File: src/irq_status_pkg.sv
// Purpose: Constants and types for the UART interrupt status block
// Assumes: AHB-Lite word registers, 32-bit data
// Notes: Offsets are byte addresses
package irq_status_pkg;
  localparam logic [11:0] raw_status_off = 12'h03c;
  localparam logic [11:0] masked_status_off = 12'h040;
  localparam logic [11:0] irq_mask_off = 12'h038;
  localparam logic [11:0] irq_clear_off = 12'h044;
  localparam logic [11:0] fifo_level_select_off = 12'h034;
  localparam logic [11:0] line_control_off = 12'h030;
  localparam int bit_rx_dma = 16;
  localparam int bit_tx_dma = 17;
  localparam int bit_overrun = 10;
  localparam int bit_break = 9;
  localparam int bit_parity = 8;
  localparam int bit_framing = 7;
  localparam int bit_rx_timeout = 6;
  localparam int bit_tx = 5;
  localparam int bit_rx = 4;
  localparam int bit_cts = 1;
  localparam int bit_eot_select = 0;
  localparam logic [31:0] status_impl_mask = 32'h0003_07f2;
  localparam logic [31:0] status_reset = 32'h0000_0000;
  localparam logic [31:0] mask_reset = 32'h0000_0000;
  localparam logic [5:0] level_select_reset = 6'h12;
  localparam int fifo_ptr_w = 5;

  typedef enum logic [1:0] {
    trans_idle,
    trans_busy,
    trans_nonseq,
    trans_seq
  } htrans_t;

  typedef struct packed {
    logic parity_err;
    logic framing_err;
    logic rx_timeout;
    logic overrun;
    logic break_err;
    logic clear_to_send;
    logic tx_dma_done;
    logic rx_dma_done;
    logic tx_serializer_idle;
    logic tx_fifo_write;
    logic rx_fifo_read;
    logic fifo_enable;
    logic [fifo_ptr_w-1:0] tx_level;
    logic [fifo_ptr_w-1:0] rx_level;
  } uart_events_t;
endpackage : irq_status_pkg

File: src/uart_irq_status.sv
// Purpose: Raw and masked interrupt status of a UART with AHB-Lite registers
// Assumes: Event inputs come from logic on hclk, one-cycle pulses
// Notes: FIFO levels are fill counts 0..depth
// Contract
// [RULE_01] Parity error sets raw bit 8; one written to its clear bit clears it.
// [RULE_02] Framing error sets raw bit 7; cleared by writing its clear bit.
// [RULE_03] Receive time-out sets raw bit 6; cleared by writing its clear bit.
// [RULE_04] Without end-of-transmission select, tx level crossing trigger sets raw bit 5.
// [RULE_05] With end-of-transmission select, tx raw sets when serializer goes idle.
// [RULE_06] Tx raw clears by clear bit, fill above trigger, or unbuffered write.
// [RULE_07] Rx level crossing programmed trigger sets raw bit 4.
// [RULE_08] Rx raw clears by clear bit, fill below trigger, or unbuffered read.
// [RULE_09] Clear-to-send event sets raw bit 1; cleared by writing its clear bit.
// [RULE_10] Masked status at 40h reads masked value; writes ignored.
// [RULE_11] Masked status reads zero after reset.
// [RULE_12] Masked bit is one only for a pending unmasked event.
// [RULE_13] Masked bit 17 shows unmasked tx DMA done; cleared by its clear bit.
// [RULE_14] Masked bit 16 shows unmasked rx DMA done; cleared by its clear bit.
// [RULE_15] Masked bit 10 shows unmasked overrun; cleared by its clear bit.
// [RULE_16] Masked bit 9 shows unmasked break; cleared by its clear bit.
// [RULE_17] Raw status reads unmasked state of each source; writes ignored.
// [RULE_18] Mask bit one forwards its raw status; zero suppresses it.
// [RULE_19] Raw bits 10 and 9 record overrun and break, each own clear bit.
// [RULE_20] Reserved status bits read zero in both status registers.
// [RULE_21] Interrupt request is the OR of all masked status bits.
module uart_irq_status
  import irq_status_pkg::*;
#(
  parameter int fifo_depth = 16
) (
  // Clock and reset
  input wire logic hclk,
  input wire logic hresetn,
  // AHB-Lite slave
  input wire logic hsel,
  input wire logic [11:0] haddr,
  input wire logic [1:0] htrans,
  input wire logic hwrite,
  input wire logic [2:0] hsize,
  input wire logic [31:0] hwdata,
  input wire logic hready,
  output logic hreadyout,
  output logic hresp,
  output logic [31:0] hrdata,
  // UART core events
  input wire uart_events_t events,
  // Configuration seen by the core
  output logic fifo_enable_cfg,
  output logic [5:0] level_select_cfg,
  // Interrupt controller
  output logic irq
);

  // Level counters are fifo_ptr_w bits wide and must hold a full FIFO
  if (fifo_depth < 2 || fifo_depth > (1 << fifo_ptr_w) - 1) begin : g_depth_check
    $error("fifo_depth out of range");
  end

  typedef struct packed {
    logic [31:0] raw;
    logic [31:0] mask;
    logic [5:0] level_sel;
    logic [7:0] line_ctl;
    logic [fifo_ptr_w-1:0] tx_level_d;
    logic [fifo_ptr_w-1:0] rx_level_d;
    logic idle_d;
    logic wr_pend;
    logic [11:0] addr_d;
    logic [31:0] rdata;
    logic irq;
  } state_t;

  state_t state_reg;
  state_t state_next;

  // Trigger level in entries from a 3-bit select: 1/8,1/4,1/2,3/4,7/8
  function automatic logic [fifo_ptr_w-1:0] trig_level(input logic [2:0] sel);
    logic [7:0] eighths;
    logic [15:0] prod;
    eighths = 8'h04;
    case (sel)
      3'h0: eighths = 8'h01;
      3'h1: eighths = 8'h02;
      3'h2: eighths = 8'h04;
      3'h3: eighths = 8'h06;
      3'h4: eighths = 8'h07;
      default: eighths = 8'h04;
    endcase
    prod = 16'(eighths) * 16'(fifo_depth);
    return fifo_ptr_w'(prod >> 3);
  endfunction : trig_level

  // One status bit: an event in the same cycle as its clear wins
  function automatic logic sticky(input logic old, input logic set, input logic clr);
    return set || (old && !clr);
  endfunction : sticky

  // Write data phase aimed at one register offset
  function automatic logic wr_hit(input state_t s, input logic [11:0] a);
    return s.wr_pend && s.addr_d == a;
  endfunction : wr_hit

  // Status words come in as views, so reserved bits are zero by construction
  function automatic logic [31:0] read_word(input state_t s, input logic [31:0] raw_v,
    input logic [31:0] masked_v, input logic [11:0] a);
    logic [31:0] w;
    w = 32'h0000_0000;
    case (a)
      raw_status_off: w = raw_v; // see [RULE_17] see [RULE_20]
      masked_status_off: w = masked_v; // see [RULE_10] see [RULE_12]
      irq_mask_off: w = s.mask;
      fifo_level_select_off: w = {26'h0, s.level_sel};
      line_control_off: w = {24'h0, s.line_ctl};
      default: w = 32'h0000_0000;
    endcase
    return w;
  endfunction : read_word

  // Bus decode
  logic take;
  logic take_read;
  logic take_write;
  logic [11:0] addr_word;
  logic wr_mask;
  logic wr_level_sel;
  logic wr_line_ctl;
  logic wr_clear;
  logic [31:0] wdata_impl;
  // Trigger levels and transmit mode
  logic [fifo_ptr_w-1:0] tx_trig;
  logic [fifo_ptr_w-1:0] rx_trig;
  logic eot_sel;
  logic tx_cross;
  logic tx_done;
  logic rx_cross;
  logic tx_write_clr;
  logic rx_read_clr;
  // Set and clear of each source
  logic set_parity;
  logic clr_parity;
  logic set_framing;
  logic clr_framing;
  logic set_rx_timeout;
  logic clr_rx_timeout;
  logic set_cts;
  logic clr_cts;
  logic set_overrun;
  logic clr_overrun;
  logic set_break;
  logic clr_break;
  logic set_tx_dma;
  logic clr_tx_dma;
  logic set_rx_dma;
  logic clr_rx_dma;
  logic set_tx;
  logic clr_tx;
  logic set_rx;
  logic clr_rx;
  logic [31:0] set_vec;
  logic [31:0] clr_vec;
  // Register views
  logic parity_err_raw;
  logic framing_err_raw;
  logic rx_timeout_raw;
  logic tx_raw;
  logic rx_raw;
  logic clear_to_send_raw;
  logic overrun_raw;
  logic break_raw;
  logic tx_dma_done_raw;
  logic rx_dma_done_raw;
  logic data_set_ready_raw_reserved;
  logic carrier_detect_raw_reserved;
  logic ring_indicate_raw_reserved;
  logic tx_dma_done_masked;
  logic rx_dma_done_masked;
  logic overrun_masked;
  logic break_masked;
  logic [31:0] raw_view;
  logic [31:0] masked_view;

  // Only whole words are served, so hsize is not decoded
  assign take = hsel && hready && (htrans == trans_nonseq || htrans == trans_seq);
  assign take_read = take && !hwrite;
  assign take_write = take && hwrite;
  assign addr_word = {haddr[11:2], 2'b00};
  assign wr_mask = wr_hit(state_reg, irq_mask_off);
  assign wr_level_sel = wr_hit(state_reg, fifo_level_select_off);
  assign wr_line_ctl = wr_hit(state_reg, line_control_off);
  assign wr_clear = wr_hit(state_reg, irq_clear_off);
  // Clear bits share the status layout; unimplemented positions are dropped
  assign wdata_impl = hwdata & status_impl_mask;

  assign tx_trig = trig_level(state_reg.level_sel[2:0]);
  assign rx_trig = trig_level(state_reg.level_sel[5:3]);
  assign eot_sel = state_reg.line_ctl[bit_eot_select];

  // Error, modem and DMA events set their bit; a one in the clear word clears it
  assign set_parity = events.parity_err; // see [RULE_01]
  assign clr_parity = wr_clear && wdata_impl[bit_parity]; // see [RULE_01]
  assign set_framing = events.framing_err; // see [RULE_02]
  assign clr_framing = wr_clear && wdata_impl[bit_framing]; // see [RULE_02]
  assign set_rx_timeout = events.rx_timeout; // see [RULE_03]
  assign clr_rx_timeout = wr_clear && wdata_impl[bit_rx_timeout]; // see [RULE_03]
  assign set_cts = events.clear_to_send; // see [RULE_09]
  assign clr_cts = wr_clear && wdata_impl[bit_cts]; // see [RULE_09]
  assign set_overrun = events.overrun; // see [RULE_19]
  assign clr_overrun = wr_clear && wdata_impl[bit_overrun]; // see [RULE_15] see [RULE_19]
  assign set_break = events.break_err; // see [RULE_19]
  assign clr_break = wr_clear && wdata_impl[bit_break]; // see [RULE_16] see [RULE_19]
  assign set_tx_dma = events.tx_dma_done; // see [RULE_13]
  assign clr_tx_dma = wr_clear && wdata_impl[bit_tx_dma]; // see [RULE_13]
  assign set_rx_dma = events.rx_dma_done; // see [RULE_14]
  assign clr_rx_dma = wr_clear && wdata_impl[bit_rx_dma]; // see [RULE_14]

  // Transmit: a level crossing, or with end-of-transmission select the idle edge
  assign tx_cross = state_reg.tx_level_d > tx_trig && events.tx_level <= tx_trig; // see [RULE_04]
  // Rising idle marks the last stop bit leaving the serializer
  assign tx_done = events.tx_serializer_idle && !state_reg.idle_d; // see [RULE_05]
  assign set_tx = eot_sel ? tx_done : tx_cross;
  // Level is the fill after the write, so above trigger means the write crossed it
  assign tx_write_clr = events.tx_fifo_write &&
    (!events.fifo_enable || events.tx_level > tx_trig);
  assign clr_tx = tx_write_clr || (wr_clear && wdata_impl[bit_tx]); // see [RULE_06]

  // Receive: crossing upward sets, a read that drops below the trigger clears
  assign rx_cross = state_reg.rx_level_d < rx_trig && events.rx_level >= rx_trig; // see [RULE_07]
  assign set_rx = rx_cross;
  assign rx_read_clr = events.rx_fifo_read &&
    (!events.fifo_enable || events.rx_level < rx_trig);
  assign clr_rx = rx_read_clr || (wr_clear && wdata_impl[bit_rx]); // see [RULE_08]

  // Views as software reads them; reserved positions are constant zero
  assign parity_err_raw = state_reg.raw[bit_parity];
  assign framing_err_raw = state_reg.raw[bit_framing];
  assign rx_timeout_raw = state_reg.raw[bit_rx_timeout];
  assign tx_raw = state_reg.raw[bit_tx];
  assign rx_raw = state_reg.raw[bit_rx];
  assign clear_to_send_raw = state_reg.raw[bit_cts];
  assign overrun_raw = state_reg.raw[bit_overrun];
  assign break_raw = state_reg.raw[bit_break];
  assign tx_dma_done_raw = state_reg.raw[bit_tx_dma];
  assign rx_dma_done_raw = state_reg.raw[bit_rx_dma];
  assign data_set_ready_raw_reserved = 1'b0; // see [RULE_20]
  assign carrier_detect_raw_reserved = 1'b0; // see [RULE_20]
  assign ring_indicate_raw_reserved = 1'b0; // see [RULE_20]
  assign raw_view = {14'h0000, tx_dma_done_raw, rx_dma_done_raw, 5'h00, overrun_raw,
    break_raw, parity_err_raw, framing_err_raw, rx_timeout_raw, tx_raw, rx_raw,
    data_set_ready_raw_reserved, carrier_detect_raw_reserved, clear_to_send_raw,
    ring_indicate_raw_reserved}; // see [RULE_17]
  // Masked view: each bit needs both the pending event and its mask bit
  assign tx_dma_done_masked = tx_dma_done_raw && state_reg.mask[bit_tx_dma]; // see [RULE_13]
  assign rx_dma_done_masked = rx_dma_done_raw && state_reg.mask[bit_rx_dma]; // see [RULE_14]
  assign overrun_masked = overrun_raw && state_reg.mask[bit_overrun]; // see [RULE_15]
  assign break_masked = break_raw && state_reg.mask[bit_break]; // see [RULE_16]
  assign masked_view = {14'h0000, tx_dma_done_masked, rx_dma_done_masked, 5'h00, overrun_masked,
    break_masked, raw_view[8:0] & state_reg.mask[8:0]}; // see [RULE_12] see [RULE_18]

  always_comb begin
    state_next = state_reg;
    set_vec = 32'h0000_0000;
    clr_vec = 32'h0000_0000;
    // Gather per-source sets and clears into status-shaped words
    set_vec[bit_parity] = set_parity;
    set_vec[bit_framing] = set_framing;
    set_vec[bit_rx_timeout] = set_rx_timeout;
    set_vec[bit_cts] = set_cts;
    set_vec[bit_overrun] = set_overrun;
    set_vec[bit_break] = set_break;
    set_vec[bit_tx_dma] = set_tx_dma;
    set_vec[bit_rx_dma] = set_rx_dma;
    set_vec[bit_tx] = set_tx;
    set_vec[bit_rx] = set_rx;
    clr_vec[bit_parity] = clr_parity;
    clr_vec[bit_framing] = clr_framing;
    clr_vec[bit_rx_timeout] = clr_rx_timeout;
    clr_vec[bit_cts] = clr_cts;
    clr_vec[bit_overrun] = clr_overrun;
    clr_vec[bit_break] = clr_break;
    clr_vec[bit_tx_dma] = clr_tx_dma;
    clr_vec[bit_rx_dma] = clr_rx_dma;
    clr_vec[bit_tx] = clr_tx;
    clr_vec[bit_rx] = clr_rx;
    // A new event wins over a clear in the same cycle; reserved bits never store
    for (int i = 0; i < 32; i++) begin
      state_next.raw[i] = sticky(state_reg.raw[i], set_vec[i], clr_vec[i]) && status_impl_mask[i];
    end
    // Previous levels and idle feed the crossing and edge detectors
    state_next.tx_level_d = events.tx_level;
    state_next.rx_level_d = events.rx_level;
    state_next.idle_d = events.tx_serializer_idle;
    // Both status registers are read only, so writes to them decode to nothing
    // see [RULE_10] see [RULE_17]
    if (wr_mask) begin
      state_next.mask = wdata_impl; // see [RULE_18]
    end
    if (wr_level_sel) begin
      state_next.level_sel = hwdata[5:0];
    end
    if (wr_line_ctl) begin
      state_next.line_ctl = hwdata[7:0];
    end
    // Address phase is remembered for the write data phase that follows
    state_next.wr_pend = take_write;
    if (take) begin
      state_next.addr_d = addr_word;
    end
    // Read data registered during address phase: one cycle, no wait states
    if (take_read) begin
      state_next.rdata = read_word(state_reg, raw_view, masked_view, addr_word); // see [RULE_10]
    end else begin
      state_next.rdata = 32'h0000_0000;
    end
    // Registered from the next state so the line to the controller is glitch free, in the same cycle as raw
    state_next.irq = |(state_next.raw & state_next.mask); // see [RULE_18] see [RULE_21]
  end

  always_ff @(posedge hclk or negedge hresetn) begin
    if (!hresetn) begin
      state_reg.raw <= status_reset; // see [RULE_11]
      state_reg.mask <= mask_reset;
      state_reg.level_sel <= level_select_reset;
      state_reg.line_ctl <= 8'h00;
      state_reg.tx_level_d <= '0;
      state_reg.rx_level_d <= '0;
      state_reg.idle_d <= 1'b1;
      state_reg.wr_pend <= 1'b0;
      state_reg.addr_d <= 12'h000;
      state_reg.rdata <= 32'h0000_0000;
      state_reg.irq <= 1'b0;
    end else begin
      state_reg <= state_next;
    end
  end

  assign hreadyout = 1'b1;
  assign hresp = 1'b0;
  assign hrdata = state_reg.rdata;
  assign irq = state_reg.irq;
  assign fifo_enable_cfg = state_reg.line_ctl[4];
  assign level_select_cfg = state_reg.level_sel;

endmodule : uart_irq_status

File: config.mk
export PLATFORM = sky130hd
export DESIGN_NAME = uart_irq_status
export DESIGN_NICKNAME = d
export VERILOG_FILES = /design/src/irq_status_pkg.sv /design/src/uart_irq_status.sv
export SDC_FILE = /design/constraint.sdc
export NUM_CORES = 1
export LEC_CHECK = 0
export ABC_AREA = 1
export BUFFER_PORTS_ARGS = -buffer_cell sky130_fd_sc_hd__buf_2
export CELL_PAD_IN_SITES_DETAIL_PLACEMENT = 1
export CELL_PAD_IN_SITES_GLOBAL_PLACEMENT = 2
export CORE_ASPECT_RATIO = 0.75
export CORE_MARGIN = 5
export CORE_UTILIZATION = 29
export CTS_CLUSTER_SIZE = 20
export DETAILED_ROUTE_END_ITERATION = 7
export GPL_ROUTABILITY_DRIVEN = 0
export MAX_ROUTING_LAYER = met4
export PLACE_DENSITY = 0.91
export SETUP_SLACK_MARGIN = 0.2
export SYNTH_ARGS = -nofsm -noshare
export SYNTH_HDL_FRONTEND = slang
export SYNTH_SLANG_ARGS = --single-unit
File: constraint.sdc
create_clock -name hclk -period 2.3 [get_ports hclk]
set_input_delay 0.46 -clock hclk [delete_from_list [all_inputs] [get_ports hclk]]
set_output_delay 0.46 -clock hclk [all_outputs]
set_load 0.1 [all_outputs]
### Yosys cells after proc, flatten, opt, wreduce, memory -nomap -nowiden

Index checks and enable logic that the tools add are counted.

| word-level totals | value |
|---|---|
| bits in registers | 111 |
| latch bits | 0 |
| memory bits (writable) | 0 |
| ROM bits | 0 |
| bits of input ports | 76 |
| word-level logic and storage cells | 110 |
| memories | 0 |

| operators by class | value |
|---|---|
| add/subtract/negate cells | 0 |
| multiply operators | 0 |
| divide/modulo/power cells | 0 |
| $lt $le $gt $ge | 6 |
| equality and inequality tests | 17 |
| shift-type cells | 0 |
| multiplexer cells | 6 |
| bitwise logic cells | 2 |
| reductions and logical operators | 68 |

Operator list:

| cell | number |
|---|---|
| case mux 32 bit (5 select lines) | 1 |
| equality test 10 x 4 -> 1 bit (second input constant) | 7 |
| two-way mux 32 bit | 2 |
| logical AND 1 bit | 37 |
| AND 18 x 32 -> 32 bit | 1 |
| OR reduction 32 bit | 1 |
| case mux 3 bit (4 select lines) | 2 |
| equality test 10 x 5 -> 1 bit (second input constant) | 2 |
| logical OR 1 bit | 15 |
| logical NOT 1 bit | 13 |
| greater-than comparator 5 bit | 2 |
| < comparator 5 bit | 2 |
| AND 9 bit | 1 |
| equality test 3 x 1 -> 1 bit (second input constant) | 2 |
| equality test 3 x 2 -> 1 bit (second input constant) | 2 |
| equality test 3 bit (second input constant) | 2 |
| logical NOT 3 bit | 2 |
| greater-or-equal comparator 5 bit | 1 |
| less-or-equal comparator 5 bit | 1 |
| equality test 2 bit (second input constant) | 2 |
| two-way mux 1 bit | 1 |

### Depth between registers and ports, before layout

Gate-level depths: netlist (run 1).

| logic depth | value |
|---|---|
| word-level depth | 11 |
| gate-level depth with buffers | 15 |
| mapped depth without buffers | 15 |

### Worst setup path after synthesis (run 1)

OpenSTA, ideal clock, no wires.

| path | value |
|---|---|
| path kind | register to register |
| from | register state_reg, in the netlist level_select_cfg[1] |
| to | register irq (netlist name) |
| library setup time | 0.119 ns |
| arrival | 1.660 ns |
| setup slack | 0.521 ns |
| stages on the path, launching flop included | 14 |
| buffers on the path | 0 |
| period minus slack after synthesis | 1.779 ns |
| cells stage by stage | dfstp_2 nor2_1 mux2i_1 ha_1 nand2_1 inv_1 nand3b_1 nand2_1 nand2_1 nor2_1 nor2_1 a21oi_1 nor2_2 nand2_1 |

RTL lines:

| what | line | source |
|---|---|---|
| start: declaration | uart_irq_status.sv:73 | `state_t state_reg;` |
| start signal: assignment | uart_irq_status.sv:332 | `state_reg <= state_next;` |

==> metrics.cfg, run 1 <==
[timing]
clock_skew_ns=0.00827
rsz0062_at_grt=true
setup-violations-final=0
min_period_ns=2.04
fmax_mhz=490
slew_headroom=0.618
worstMarginPinSlew_ns=0.573
fin_setup_tns_ns=0
maxSlewViolCount=0
period_share=0.887
finalHoldViolCount=0

[worst_setup_path]
critPathTopFamily=simple AND/OR/NAND/NOR gates
arrival_ns=2.27
crit_fanout=3
crit_chain=nor2_4 > mux2i_2 > ha_1 > inv_1 > o21bai_1 > nand2_1 > nand2_1 > nand2_2 > nor2_2 > nor2_2 > a21oi_2 > nor2_2 > nand2_1
r2r_slack_ns=0.26
endpoint_kind=register
cp_num_buf_inv=1
start_kind=register
crit_type=reg -> reg
max_stage_delay_ns=0.58
cp.required_ns=2.53
cpMaxStageDelayCell=dfstp_2

[synthesis]
synth_top_area_cell=dfrtp_1
yosys.area_share.simple=0.268
synth_area_mm2=0.00385
synth.top_cell.area_share=0.429
synth_xor_area_frac=0
yosysSeqAreaShare=0.449
synth_top_family_by_area=simple AND/OR/NAND/NOR gates
netlist_instances=462
synthDistinctLibCells=34
synthTopCellsByArea=dfrtp_1 (43%), nand2_1 (10%), buf_4 (7.8%)
synth_most_common_cell=nand2_1
synth_ff_type=dfrtp_1
synth_mux_area_frac=0.00552
yosys_warnings=0
synth.avg_cell_area_um2=8.34
synth_fa_ha_area_frac=0.0357
synth-compound-area-share=0.0838
synthArstFlopShare=1.00
ys_seq_elements=69
synthTopCellsByCount=nand2_1 (103), dfrtp_1 (66), inv_1 (56), buf_4 (40), o21ai_0 (33)
synth-edff-count=0

[clocking]
htree_levels=3
cts_sinks=69
clockRootBuffer=clkbuf_16
insertion_delay_ns=0.34
cts-buffers-inserted=9
cts_tree=done
clockBufferDepth=2
clk_pin_slew_worst_paths_ns=0.06

[floorplanning]
die_w_um=143
coreArea_mm2=0.0130
rows=36
io_pins=118
die_h_um=110
initial_utilization=0.296
die_area_mm2=0.0157

[global_route]
antenna_found_initial=0
overflow=0
grt_pass1_wl_um=17700
grt_usage=0.151
grt_start_max_net_pins=70
grt_pass1_vias=3480

[pwr]
p_sw_mw=1.08
powerDensity_mw_per_mm2=788
irDropWorstVdd_mv=0.342
clock_power_share=0.447
power_mw=3.66
netSwitchingFraction=0.296
comb_power_share=0.171
leakage_nw=2.49
p_int_mw=2.57
power_frac_seq=0.382

[cells_and_area]
fillers=1570
syn2layout_area_growth_pct=20.6
n_antenna_cell=0
drive_gt1_frac=0.316
instances_no_fill=705
largest_register_ffs=37
nNetsFinal=616

[route]
routedWlPerCell_um=15.5
detailroute.via_count=3178
first_iter_violations=146
dr.pass1.iters=4
ant_nets=0
avgViaCountPerCell=4.51
drt-total-wl_um=10900
route.detailed.drc=0

[placement]
hpwl_um=8430
port_buffers=71
dp.cells=688

[min_path]
min_path_type=in -> async

[run]
drv_cap=0

[outcome]
outcome=finished clean

==> power by group through the flow <==
stage	sequential (mW)	clock, mW	combinational [mW]
final	1.40	1.64	0.625
after global routing	1.41	1.73	0.684
after CTS	1.39	1.67	0.626
after detailed placement	1.41	0	0.618
after global placement	1.41	0	0.595
after floorplan	1.42	0	0.467
==> timing repair <==
action | CTS | global route
cloned | 0 | 0
endpoints found under the setup margin | 1 | 1
buffers inserted | 1 | 0
hold buffers | 0 | 0
pin swaps | 4 | 8
gates resized for setup | 2 | 10
==> stage by stage <==
step	instance area, um2	setup slack (ns)	hold WS, ns	utilization
2_1_floorplan	3920	0.521	0.164	-
3_3_place_gp	4250	0.220	0.467	0.326
3_5_place_dp	4250	0.124	0.483	0.326
4_1_cts	4610	0.209	0.161	0.354
5_1_grt	4640	0.128	0.181	0.357
6_report	4640	0.260	0.140	0.357
==> path summary, 6_finish.rpt <==
path,startpoint,end,cells after the start
min reg2reg,state_reg[60]$_DFFE_PN0P_,state_reg[60]$_DFFE_PN0P_,2
max,level_select_cfg[1]$_DFFE_PN1P_,irq$_DFF_PN0_,13
min,hresetn,state_reg[53]$_DFF_PN0_,2
max in group asynchronous,hresetn,level_select_cfg[4]$_DFFE_PN1P_,2
max reg2reg,level_select_cfg[1]$_DFFE_PN1P_,irq$_DFF_PN0_,13
min in group hclk,events[13],state_reg[46]$_DFF_PN1_,1
==> cells by family after synthesis <==
group                      count (synthesis)
buffers and inverters                    114
and+or+nand+nor                          208
adders and majority gates                 11
AOI/OAI and AO/OA                         56
muxes                                      2
other                                      2
DFF                                       69
==> layout by cell type, fill, tap and decap left out, types with 3 or more instances in the layout <==
cell and n:
nor2_2 7, buf_4 12, clkbuf_16 9, buf_2 71
a21oi_1 9, inv_1 56, nand4_1 6, nand3_2 8
ha_1 11, nand3_1 28, a21oi_2 9, dfstp_2 3
dfrtp_1 66, nand2_2 21, o21ai_2 3, conb_1 21
nor2_1 23, bufinv_16 3, nand2_1 100, inv_2 6
nor2_4 5, o21ai_0 32, clkinv_1 4
==> layer usage <==
layer,part of all wire,vias to the layer above,wire length (um),GRT usage
met4,0.0099,0,108,0.0366
met2,0.46,75,5050,0.234
li1,-,1529,-,-
met1,0.47,1560,5130,0.195
met3,0.058,14,634,0.0474
met5,0,-,0,-
==> cell type report <==
cell class              instances  area (um2)  share of cell area
clock buffers                  12         256              0.0552
clock inverters                 4        95.1              0.0205
inverters                      67         253              0.0544
multi-input cells             298        1630               0.351
flip-flops and latches         69        1730               0.373
well taps                     171         214              0.0461
repair buffers                 84         465               0.100
(Power assumes the default switching activity.)
==> inputs of run 2 (changes only) <==
--- a/config.mk
+++ b/config.mk
@@ -11,12 +11,13 @@
 export CELL_PAD_IN_SITES_GLOBAL_PLACEMENT = 2
 export CORE_ASPECT_RATIO = 0.75
 export CORE_MARGIN = 5
-export CORE_UTILIZATION = 29
+export CORE_UTILIZATION = 30
+export CTS_BUF_LIST = sky130_fd_sc_hd__clkbuf_8
 export CTS_CLUSTER_SIZE = 20
 export DETAILED_ROUTE_END_ITERATION = 7
 export GPL_ROUTABILITY_DRIVEN = 0
 export MAX_ROUTING_LAYER = met4
-export PLACE_DENSITY = 0.91
+export PLACE_DENSITY = 0.94
 export SETUP_SLACK_MARGIN = 0.2
 export SYNTH_ARGS = -nofsm -noshare
 export SYNTH_HDL_FRONTEND = slang
==> constraint.sdc (replaced) <==
create_clock -name hclk -period 2 [get_ports hclk]
set_input_delay 0.4 -clock hclk [delete_from_list [all_inputs] [get_ports hclk]]
set_output_delay 0.4 -clock hclk [all_outputs]
set_load 0.1 [all_outputs]
==> metrics.cfg, run 2 (synthesis gave the netlist of run 1 again) <==
[route]
route.detailed.drc=0  ; unchanged
first_iter_violations=110  ; was 146
dr.pass1.iters=4  ; unchanged
detailroute.via_count=3195  ; was 3178
avgViaCountPerCell=4.49  ; was 4.51
drt-total-wl_um=10800  ; was 10900 um
ant_nets=0  ; unchanged
routedWlPerCell_um=15.2  ; was 15.5 um

[floorplanning]
coreArea_mm2=0.0124  ; was 0.0130 mm2
die_h_um=108  ; was 110 um
die_w_um=141  ; was 143 um
rows=35  ; was 36
io_pins=118  ; unchanged
initial_utilization=0.310  ; was 0.296
die_area_mm2=0.0152  ; was 0.0157 mm2

[clocking]
cts_sinks=69  ; unchanged
cts_hold_buf=0  ; unchanged
clockRootBuffer=clkbuf_8  ; was clkbuf_16
clockBufferDepth=2  ; unchanged
htree_levels=3  ; unchanged
cts-buffers-inserted=9  ; unchanged
insertion_delay_ns=0.36  ; was 0.34 ns
clk_pin_slew_worst_paths_ns=0.08  ; was 0.06 ns
cts_tree=done  ; unchanged

[pwr]
leakage_nw=2.48  ; was 2.49 nW
irDropWorstVdd_mv=0.344  ; was 0.342 mV
powerDensity_mw_per_mm2=760  ; was 788 mW/mm2

[worst_setup_path]
cpMaxStageDelayCell=dfstp_2  ; unchanged
arrival_ns=2.26  ; was 2.27 ns
crit_chain=nor2_2 > mux2i_2 > ha_1 > inv_1 > o21bai_1 > nand2_1 > nand2_1 > nand2_2 > nor2_1 > nor2_2 > a21oi_2 > nor2_2 > nand2_1  ; was nor2_4 > mux2i_2 > ha_1 > inv_1 > o21bai_1 > nand2_1 > nand2_1 > nand2_2 > nor2_2 > nor2_2 > a21oi_2 > nor2_2 > nand2_1
crit_type=reg -> reg  ; unchanged
start_kind=register  ; unchanged
max_stage_delay_ns=0.55  ; was 0.58 ns
crit_fanout=2  ; was 3
cp.required_ns=2.24  ; was 2.53 ns
endpoint_kind=register  ; unchanged

[global_route]
antenna_found_initial=0  ; unchanged
overflow=0  ; unchanged
grt_start_max_net_pins=70  ; unchanged
grt_pass1_vias=3449  ; was 3480
grt_usage=0.152  ; was 0.151
grt_pass1_wl_um=17500  ; was 17700 um

[outcome]
violations=setup timing
outcome=complete, but fails checks  ; was finished clean

[timing]
setup-violations-final=1  ; was 0
maxSlewViolCount=0  ; unchanged
period_share=1.01  ; was 0.887
fmax_mhz=496  ; was 490 MHz
clock_skew_ns=0.00990  ; was 0.00827 ns
setup_ws_ns=-0.0141  ; was 0.260 ns
min_period_ns=2.01  ; was 2.04 ns
rsz0062_at_grt=true  ; unchanged
hold_ws_ns=0.0610  ; was 0.140 ns
finalHoldViolCount=0  ; unchanged
fin_setup_tns_ns=-0.0141  ; was 0 ns

[cells_and_area]
final_cell_mix=nand2_1 (100), buf_2 (68), dfrtp_1 (65)  ; was nand2_1 (100), buf_2 (71), dfrtp_1 (66)
syn2layout_area_growth_pct=19.2  ; was 20.6%
drive_gt1_frac=0.338  ; was 0.316
fin_area_mm2=0.00459  ; was 0.00464 mm2
fillers=1556  ; was 1570
final_common_cell=nand2_1  ; unchanged
largest_register_ffs=37  ; unchanged
nNetsFinal=627  ; was 616
n_antenna_cell=0  ; unchanged

[min_path]
min_path_type=in -> async  ; unchanged

[placement]
dpl_cell_area_mm2=0.00430  ; was 0.00425 mm2
hpwl_um=8560  ; was 8430 um
port_buffers=71  ; unchanged

[run]
drv_cap=0  ; unchanged

==> run 2: power breakdown <==
| part | internal [mW] | switching, mW |
|---|---|---|
| logic | 0.188 | 0.568 |
| clock network | 0.596 | 0.535 |
| registers | 1.51 | 0.0931 |
==> run 2: cell type report <==
| cell class | instances | area [um2] | share of cell area |
|---|---|---|---|
| flip-flops and latches | 69 | 1730 | 0.377 |
| multi-input cells | 298 | 1650 | 0.359 |
| repair buffers | 95 | 556 | 0.121 |
| inverters | 67 | 253 | 0.0551 |
| well taps | 166 | 208 | 0.0452 |
| clock buffers | 10 | 138 | 0.0300 |
| clock inverters | 6 | 55.1 | 0.0120 |
==> run 2: stage by stage <==
step,worst slack (ns),total power [mW],util,cells
after CTS,-0.0989,3.50,0.363,707
after floorplan,0.221,2.17,-,481
after global routing,-0.180,3.68,0.369,711
after global placement,0.00953,2.31,0.346,691
final,-0.0141,3.49,0.369,711
after detailed placement,-0.124,2.35,0.346,691
==> run 2: routing by layer <==
layer,wire length (um),up-vias,global-route usage
met4,106,0,0.0394
li1,-,1543,-
met5,0,-,-
met2,5070,70,0.241
met3,503,7,0.0385
met1,5100,1575,0.196
==> run 2: critical path, delay by kind of cell, from the launching register on <==
family	cells	cell delay [ns]
compound gates	2	0.13
fa+ha+maj	1	0.31
buf+inv	1	0.07
flops	1	0.55
mux	1	0.21
simple gates	8	0.64
==> run 2: path summary, 6_finish.rpt <==
kind	endpoint	from	slack, ns	depth (start not counted)
worst max-delay path	irq$_DFF_PN0_	level_select_cfg[1]$_DFFE_PN1P_	-0.01	13
worst min register to register	state_reg[58]$_DFFE_PN0P_	state_reg[58]$_DFFE_PN0P_	0.50	2
min in group hclk	state_reg[46]$_DFF_PN1_	events[13]	0.16	1
worst min-delay path	hrdata[10]$_DFF_PN0_	hresetn	0.06	2
max in group asynchronous	level_select_cfg[4]$_DFFE_PN1P_	hresetn	1.60	2
worst max register to register	irq$_DFF_PN0_	level_select_cfg[1]$_DFFE_PN1P_	-0.01	13
==> run 2: what timing repair did <==
action | in CTS | in global routing
resized for setup | 6 | 14
endpoints found under the setup margin | 4 | 5
pin swaps | 6 | 13
setup buffers | 0 | 4
